## config.mk

```make
export PLATFORM = sky130hd
export DESIGN_NAME = idle_powerdown_controller
export DESIGN_NICKNAME = d
export VERILOG_FILES = /design/src/logic/pwr_mode_pkg.sv /design/src/logic/idle_powerdown_controller.sv /design/src/logic/pin_sync.sv
export VERILOG_INCLUDE_DIRS = /design/src /design/src/logic
export SDC_FILE = /design/constraint.sdc
export NUM_CORES = 1
export LEC_CHECK = 0
export ABC_CLOCK_PERIOD_IN_PS = 5600
export BUFFER_PORTS_ARGS = -buffer_cell sky130_fd_sc_hd__buf_2
export CORE_MARGIN = 3
export CORE_UTILIZATION = 62
export CTS_CLUSTER_SIZE = 25
export DETAILED_ROUTE_END_ITERATION = 8
export GPL_ROUTABILITY_DRIVEN = 1
export PLACE_DENSITY = 0.91
export SLEW_MARGIN = 20
export SYNTH_ARGS = -nofsm -noshare
export SYNTH_HDL_FRONTEND = slang
export SYNTH_SLANG_ARGS = --single-unit
export TNS_END_PERCENT = 10
```

## constraint.sdc

```tcl
create_clock -name i_clk -period 5.6 [get_ports i_clk]
set_clock_uncertainty 0.1 [all_clocks]
set_input_delay 1.12 -clock i_clk [delete_from_list [all_inputs] [get_ports i_clk]]
set_output_delay 1.12 -clock i_clk [all_outputs]
set_load 0.1 [all_outputs]
```

## src/logic/pwr_mode_defines.svh

```systemverilog
// Operation
// - Idle freezes CPU clock, peripherals keep running.
// - Idle entered by instruction setting idle bit.
// - Both bits set selects power-down mode.
// - Enabled interrupt clears idle, resumes CPU.
// - Return continues after the idle instruction.
// - Reset pin clears idle bit asynchronously; the code clears it on a clock edge after the two-stage synchroniser.
// - Reset wake runs briefly, then vectors zero.
// - Block RAM, allow ports before reset takes over.
// - Power-down stops oscillator, freezes all clocks.
// - Power-down entered by instruction setting bit.
// - Only enabled external interrupts wake power-down.
// - Interrupt wake clears bit, restarts oscillator.
// - Execution held until external input released.
// - Interrupt wake leaves registers and RAM intact.
// - Reset pin clears power-down bit asynchronously; the code clears it on a clock edge after the two-stage synchroniser.
// - Reset wake reinitializes registers, keeps RAM.
`ifndef PWR_MODE_DEFINES_SVH
`define PWR_MODE_DEFINES_SVH
`define PWR_IDLE_BIT       0
`define PWR_DOWN_BIT       1
`define PWR_FLAG0_BIT      2
`define PWR_FLAG1_BIT      3
`define PWR_CTRL_RESET     4'h0
`define PWR_FLAG_RESET     2'h0
`define OSC_SETTLE_CYCLES  16
`define RESET_DRAIN_CYCLES 4
`endif

```

## src/logic/pwr_mode_pkg.sv

```systemverilog
package pwr_mode_pkg;
    typedef enum logic [4:0] {
        ST_RUN      = 5'h01,
        ST_IDLE     = 5'h02,
        ST_PDOWN    = 5'h04,
        ST_WAKEHOLD = 5'h08,
        ST_RSTDRAIN = 5'h10
    } pwr_state_t;
    typedef struct packed {
        logic cpu_clk_en;
        logic periph_clk_en;
        logic osc_en;
        logic ram_block;
        logic cpu_hold;
        logic core_reset;
    } pwr_ctrl_t;
endpackage
```

## src/logic/idle_powerdown_controller.sv

```systemverilog
`timescale 1ns/10ps
`include "pwr_mode_defines.svh"
module idle_powerdown_controller #(
    parameter int OSC_SETTLE  = `OSC_SETTLE_CYCLES,
    parameter int RESET_DRAIN = `RESET_DRAIN_CYCLES
) (
    input  wire logic       i_clk,
    input  wire logic       i_rst_b,
    input  wire logic       i_rst_pin,
    input  wire logic       i_pwr_ctrl_we,
    input  wire logic [3:0] i_pwr_ctrl_wdata,
    input  wire logic       i_any_irq_enabled,
    input  wire logic [1:0] i_ext_irq_en,
    input  wire logic       i_ext_irq_zero_n,
    input  wire logic       i_ext_irq_one_n,
    output logic [3:0]      o_pwr_ctrl,
    output logic            o_cpu_clk_en,
    output logic            o_periph_clk_en,
    output logic            o_osc_en,
    output logic            o_ram_block,
    output logic            o_cpu_hold,
    output logic            o_core_reset
);
    initial begin
        if (OSC_SETTLE < 1 || OSC_SETTLE > 65535) begin
            $error("OSC_SETTLE out of range");
        end
        if (RESET_DRAIN < 1 || RESET_DRAIN > 255) begin
            $error("RESET_DRAIN out of range");
        end
    end

    logic [1:0]  ext_n;
    logic [1:0]  rst_sync;
    pwr_mode_pkg::pwr_state_t state;
    pwr_mode_pkg::pwr_state_t next_state;
    logic [15:0] cnt;
    logic [15:0] next_cnt;
    logic        idle_bit;
    logic        down_bit;
    logic        next_idle_bit;
    logic        next_down_bit;
    logic [1:0]  gflags;
    logic [1:0]  next_gflags;
    logic        rst_seen;
    logic        next_rst_seen;
    pwr_mode_pkg::pwr_ctrl_t ctrl;
    pwr_mode_pkg::pwr_ctrl_t next_ctrl;
    logic        ext_wake;
    logic        ext_active;

    pin_sync #(
        .WIDTH(2)
    ) u_ext_sync (
        .i_clk   (i_clk),
        .i_rst_b (i_rst_b),
        .i_async ({i_ext_irq_one_n, i_ext_irq_zero_n}),
        .o_sync  (ext_n)
    );

    // The reset pin is active high; its synchroniser idles low.
    always_ff @(posedge i_clk or negedge i_rst_b) begin
        if (!i_rst_b) begin
            rst_sync <= 2'h0;
        end else begin
            rst_sync <= {rst_sync[0], i_rst_pin};
        end
    end

    always_comb begin
        ext_wake   = |(~ext_n & i_ext_irq_en);
        ext_active = |(~ext_n);
    end

    always_comb begin
        next_state    = state;
        next_cnt      = cnt;
        next_idle_bit = idle_bit;
        next_down_bit = down_bit;
        next_gflags   = gflags;
        next_rst_seen = 1'b0;
        if (i_pwr_ctrl_we && state == pwr_mode_pkg::ST_RUN) begin
            next_idle_bit = i_pwr_ctrl_wdata[`PWR_IDLE_BIT];
            next_down_bit = i_pwr_ctrl_wdata[`PWR_DOWN_BIT];
            next_gflags   = {i_pwr_ctrl_wdata[`PWR_FLAG1_BIT],
                             i_pwr_ctrl_wdata[`PWR_FLAG0_BIT]};
        end
        unique case (state)
            pwr_mode_pkg::ST_RUN: begin
                if (next_down_bit) begin
                    next_state = pwr_mode_pkg::ST_PDOWN;
                end else if (next_idle_bit) begin
                    next_state = pwr_mode_pkg::ST_IDLE;
                end
            end
            pwr_mode_pkg::ST_IDLE: begin
                if (i_any_irq_enabled) begin
                    next_idle_bit = 1'b0;
                    next_state    = pwr_mode_pkg::ST_RUN;
                end
            end
            pwr_mode_pkg::ST_PDOWN: begin
                if (ext_wake) begin
                    next_down_bit = 1'b0;
                    next_idle_bit = 1'b0;
                    next_cnt      = 16'(OSC_SETTLE);
                    next_state    = pwr_mode_pkg::ST_WAKEHOLD;
                end
            end
            pwr_mode_pkg::ST_WAKEHOLD: begin
                if (cnt != 16'h0000) begin
                    next_cnt = cnt - 16'h0001;
                end
                if (cnt == 16'h0000 && !ext_active) begin
                    next_state = pwr_mode_pkg::ST_RUN;
                end
            end
            pwr_mode_pkg::ST_RSTDRAIN: begin
                if (cnt != 16'h0000) begin
                    next_cnt = cnt - 16'h0001;
                end else begin
                    next_state = pwr_mode_pkg::ST_RUN;
                end
            end
            default: begin
                next_state = pwr_mode_pkg::ST_RUN;
            end
        endcase
        if (rst_sync[1]) begin
            next_idle_bit = 1'b0;
            next_down_bit = 1'b0;
            next_gflags   = `PWR_FLAG_RESET;
            next_rst_seen = 1'b1;
            // Only the first synced cycle starts the drain; later ones
            // let the drain count run down.
            if (!rst_seen) begin
                next_cnt   = 16'(RESET_DRAIN);
                next_state = pwr_mode_pkg::ST_RSTDRAIN;
            end
        end
    end

    // Enables follow the bits; the synchronised reset pin clears the
    // bits in the next-state logic, so it takes effect on a clock edge.
    always_comb begin
        next_ctrl = '0;
        next_ctrl.cpu_clk_en    = !next_idle_bit && !next_down_bit;
        next_ctrl.osc_en        = !next_down_bit;
        next_ctrl.periph_clk_en = !next_down_bit;
        next_ctrl.ram_block     = next_state == pwr_mode_pkg::ST_RSTDRAIN;
        next_ctrl.cpu_hold      = next_state == pwr_mode_pkg::ST_WAKEHOLD;
        next_ctrl.core_reset    = rst_sync[1] && rst_seen
                                  && state != pwr_mode_pkg::ST_RSTDRAIN;
    end

    // Interrupt wake clears only the idle and down bits; the flag bits are kept.
    always_ff @(posedge i_clk or negedge i_rst_b) begin
        if (!i_rst_b) begin
            state    <= pwr_mode_pkg::ST_RUN;
            cnt      <= 16'h0000;
            idle_bit <= 1'b0;
            down_bit <= 1'b0;
            gflags   <= `PWR_FLAG_RESET;
            rst_seen <= 1'b0;
            ctrl     <= '{cpu_clk_en: 1'b1, periph_clk_en: 1'b1,
                          osc_en: 1'b1, default: 1'b0};
        end else begin
            state    <= next_state;
            cnt      <= next_cnt;
            idle_bit <= next_idle_bit;
            down_bit <= next_down_bit;
            gflags   <= next_gflags;
            rst_seen <= next_rst_seen;
            ctrl     <= next_ctrl;
        end
    end

    // Resume point is kept by the frozen core itself.
    always_ff @(posedge i_clk or negedge i_rst_b) begin
        if (!i_rst_b) begin
            o_pwr_ctrl      <= `PWR_CTRL_RESET;
            o_cpu_clk_en    <= 1'b1;
            o_periph_clk_en <= 1'b1;
            o_osc_en        <= 1'b1;
            o_ram_block     <= 1'b0;
            o_cpu_hold      <= 1'b0;
            o_core_reset    <= 1'b0;
        end else begin
            o_pwr_ctrl      <= {next_gflags, next_down_bit, next_idle_bit};
            o_cpu_clk_en    <= next_ctrl.cpu_clk_en;
            o_periph_clk_en <= next_ctrl.periph_clk_en;
            o_osc_en        <= next_ctrl.osc_en;
            o_ram_block     <= next_ctrl.ram_block;
            o_cpu_hold      <= next_ctrl.cpu_hold;
            o_core_reset    <= next_ctrl.core_reset;
        end
    end
endmodule // idle_powerdown_controller

```

## src/logic/pin_sync.sv

```systemverilog
`timescale 1ns/10ps
module pin_sync #(
    parameter int WIDTH = 1
) (
    input  wire logic             i_clk,
    input  wire logic             i_rst_b,
    input  wire logic [WIDTH-1:0] i_async,
    output logic      [WIDTH-1:0] o_sync
);
    logic [WIDTH-1:0] stage_a;
    logic [WIDTH-1:0] next_stage_a;
    logic [WIDTH-1:0] next_sync;
    always_comb begin
        next_stage_a = i_async;
        next_sync    = stage_a;
    end
    // Pins idle high, so the chain resets to all ones.
    always_ff @(posedge i_clk or negedge i_rst_b) begin
        if (!i_rst_b) begin
            stage_a <= '1;
            o_sync  <= '1;
        end else begin
            stage_a <= next_stage_a;
            o_sync  <= next_sync;
        end
    end
endmodule // pin_sync

```

Word level (Yosys, flattened, before mapping). Index checks and enable logic that the tools add are counted.

Output and inout port bits: 10. Bits in registers: 41. Input bits: 13.

Eq/ne operators: 8. $add $sub $neg: 1. Multiplexer cells: 26. Bitwise gates (word level): 2. Reductions and logical operators: 13.

Operator list (number): $mux 16 (4); $mux 5 (8); $pmux 16 s2 (1); $pmux 5 s5 (1); $logic_not 16->1 (1); $reduce_bool 16->1 (1); $sub 16x1->16 const B (1); $eq 5x4->1 const B (2); $eq 5x5->1 const B (2); $mux 1 (9); $reduce_or 2->1 (3); $eq 5x1->1 const B (1); $eq 5x2->1 const B (1); $eq 5x3->1 const B (1); $logic_and 1x1->1 (5); $ne 5x5->1 const B (1); $mux 2 (2); $logic_not 1->1 (3); $and 2x2->2 (1); $not 2->2 (1); $pmux 1 s2 (1).

Logic depth before layout (Yosys ltp).
Word-level depth: 9. Depth in mapped cells: 8.

Modules after synthesis. Synthesis repeated with hierarchy kept, for this count alone.

Cell total of the unflattened synthesis: 213. Area total of the unflattened synthesis: 2044.5 um^2.

By module, submodules not included: idle_powerdown_controller (instances 1, area an instance 1939.4 um^2, cells an instance 209); pin_sync (instances 1, area an instance 105.1 um^2, cells an instance 4).

Worst setup path before layout. Ideal clock, no wire load.

Path type: flip-flop to output port. From: reg o_osc_en (netlist name). To: out o_periph_clk_en. Path slack: 3163 ps. Data required time: 4380 ps. Stages on the path, launching flop included: 2. Path buffers: 1. Arrival: 1217 ps. Cells stage by stage: dfstp_2 buf_4.

RTL lines: end, declared (line idle_powerdown_controller.sv:18) `output logic o_periph_clk_en,`.

Final worst setup path.
From: reg o_osc_en. To: out o_osc_en.

RTL lines: start, declared (line idle_powerdown_controller.sv:19) `output logic o_osc_en,`; start signal, assigned (line idle_powerdown_controller.sv:192) `o_osc_en <= next_ctrl.osc_en;`.

No word-level cell between the ends.

==> reports/metrics.yaml <==
highest_layer: "met4"
run_status: "complete, no violations"
dr_total_vias: 1681
max_stage_delay_ns: 0.54
synthesis.nets: 227
ys_ff_latch: 37
cts_buffer_depth: 2
drtIter0Drc: 195
clk_latency_ns: 0.34
postRouteAntennaNets: 0
worstPathArrival_ns: 1.30
crit_type: "reg -> out"
cp_max_fo: 2
drt-wirelength-per-cell_um: 15.7
firstDrtPassIters: 4
min_period_ns: 2.52
tightest_slew_ns: 0.817
finalSetupTns_ns: 0
wl_um: 4250
hold_viol: 0
grt_overflow: 0
cts.clk_slew.worst_paths_ns: 0.11
numCtsBuffers: 5
synthArstFlopShare: 1.00
place.gp.congestion: 0.903
crit_family: "flip-flops"
die-area_mm2: 0.00393
place_ws_ns: 2.89
initial_utilization: 0.687
synth.avg_cell_area_um2: 9.36
drv_cap: 0
crit_required_ns: 4.38
min_path_type: "reg -> reg"
cts_resized: 0
grt_pass1_wl_um: 7250
synthCells: 213
cts_tree: "yes"
grt_max_degree: 38
leakage_nw: 1.02
synth_cell_types: 46
crit_chain: "buf_2"
die_w_um: 62.7
portBuffers: 22
final_common_cell: "dfrtp_1"
root_buffer: "clkbuf_4"
timing.final.ws_setup_ns: 3.08
nets: 242
cp_slowest_cell: "dfstp_2"
wl_met2_um: 1990
wl_met3_um: 272
clock_sinks: 37
num_io_pins: 23
layout_common_cells: "dfrtp_1, buf_2, a21oi_1, nand2_1, nor2_1"
layout.cells.non_filler: 271
powerDensity_mw_per_mm2: 574
drv_slew: 0
antenna_found_initial: 0
cp-start-kind: "flip-flop"
setup_viol_count_final: 0
synthFlopType: "dfrtp_1"
fin_crit_sh: 0.450
drive_above_1_share: 0.183
grt_pass1_vias: 1550
dp_hpwl_um: 3060
grt_use_total: 0.233
row_count: 19
critical_path_buf_inv_count: 1
area_growth_pct: 8.29
antenna_cells: 0
cts_hold_buf: 0
synth_edf_count: 0
synth_area_mm2: 0.00199
cts_setup_buffers: 0
core-area_mm2: 0.00290
end_kind: "output pin"
max-vdd-ir-drop_uv: 331
drc_errors: 0
fmax_mhz: 397
wl_met1_um: 1940
slew_headroom: 0.454
viasPerCell: 6.20
die_h_um: 62.7
htree_levels: 2
seq_area_frac_synth: 0.469
yosysWarnings: 0
rsz0062_at_grt: "no"
dp.cells: 263
## final timing paths
check / end / cells after the start / slack [ns] / from
max in group asynchronous: rst_sync[1] / 1 / 4.15 / i_rst_b
min: u_ext_sync.o_sync[0] / 0 / 0.26 / u_ext_sync.next_sync[0]
min reg2reg: u_ext_sync.o_sync[0] / 0 / 0.26 / u_ext_sync.next_sync[0]
max reg2reg: cnt[8] / 7 / 3.24 / cnt[0]
max: o_osc_en / 1 / 3.08 / o_osc_en
min in group asynchronous: state[1] / 1 / 0.75 / i_rst_b
## Yosys cell counts, types with 2 or more instances
library cell | n | area, µm²
a211o_1 | 7 | 61.3
a211oi_1 | 2 | 15.0
a21o_1 | 4 | 30.0
a21oi_1 | 19 | 95.1
a221o_1 | 2 | 20.0
a31oi_1 | 3 | 18.8
and2_1 | 3 | 18.8
and3_1 | 6 | 37.5
buf_2 | 3 | 15.0
buf_4 | 4 | 30.0
buf_6 | 2 | 22.5
clkbuf_1 | 5 | 18.8
dfrtp_1 | 30 | 751
dfstp_2 | 7 | 184
inv_1 | 4 | 15.0
mux2i_1 | 2 | 20.0
nand2_1 | 18 | 67.6
nand2b_1 | 3 | 18.8
nand3_1 | 6 | 30.0
nand4_1 | 3 | 18.8
nor2_1 | 15 | 56.3
nor2b_1 | 7 | 43.8
nor3_1 | 10 | 50.1
nor3b_1 | 4 | 30.0
nor4_1 | 7 | 43.8
o2111ai_1 | 2 | 17.5
o21ai_0 | 12 | 60.1
o311a_1 | 2 | 20.0
or2_2 | 2 | 12.5
or4_1 | 2 | 15.0
xor2_1 | 2 | 17.5
## where the power goes
| part | internal (mW) | switching, mW |
|---|---|---|
| combinational | 0.194 | 0.431 |
| sequential | 0.339 | 0.0774 |
| clock | 0.106 | 0.0915 |
## kinds of logic after synthesis
group | Yosys count | share of synthesized area
AO/OA/AOI/OAI | 60 | 0.202
AND/OR/NAND/NOR | 92 | 0.248
flip-flops | 37 | 0.469
adder cells (fa/ha/maj) | 1 | 0.00628
buffers and inverters | 18 | 0.0508
multiplexers | 3 | 0.0157
XOR/XNOR | 2 | 0.00879
## routing by layer
metal | up-vias | global-route usage
met5 | - | 0
met4 | 0 | 0.0606
met3 | 7 | 0.0504
met2 | 67 | 0.366
met1 | 789 | 0.327
li1 | 818 | -
## cell type report
| type | instances | area, µm² |
|---|---|---|
| clock buffers | 6 | 51.3 |
| clock inverters | 2 | 37.5 |
| fillers | 220 | 742 |
| inverters | 4 | 15.0 |
| multi-input cells | 158 | 957 |
| flip-flops and latches | 37 | 935 |
| well taps | 42 | 52.6 |
| repair buffers | 22 | 110 |
## metrics by stage
| step | total power [mW] | utilization | hold WS (ns) | area, µm² |
|---|---|---|---|---|
| after floorplan | 0.918 | - | 0.231 | 1990 |
| after global placement | 1.01 | 0.714 | 0.232 | 2070 |
| after detailed placement | 1.02 | 0.714 | 0.253 | 2070 |
| after CTS | 1.23 | 0.744 | 0.269 | 2160 |
| after global routing | 1.33 | 0.744 | 0.267 | 2160 |
| final | 1.24 | 0.744 | 0.265 | 2160 |
## state kept, by name, indices dropped and copies added (netlist names)
register,cells
rst_seen,1
o_pwr_ctrl,3
o_osc_en,1
cnt,16
u_ext_sync.o_sync,2
state,5
o_core_reset,1
gflags,1
o_cpu_hold,1
u_ext_sync.next_sync,2
rst_sync,2
o_cpu_clk_en,1
o_ram_block,1
Power figures use the tool's default switching activity.
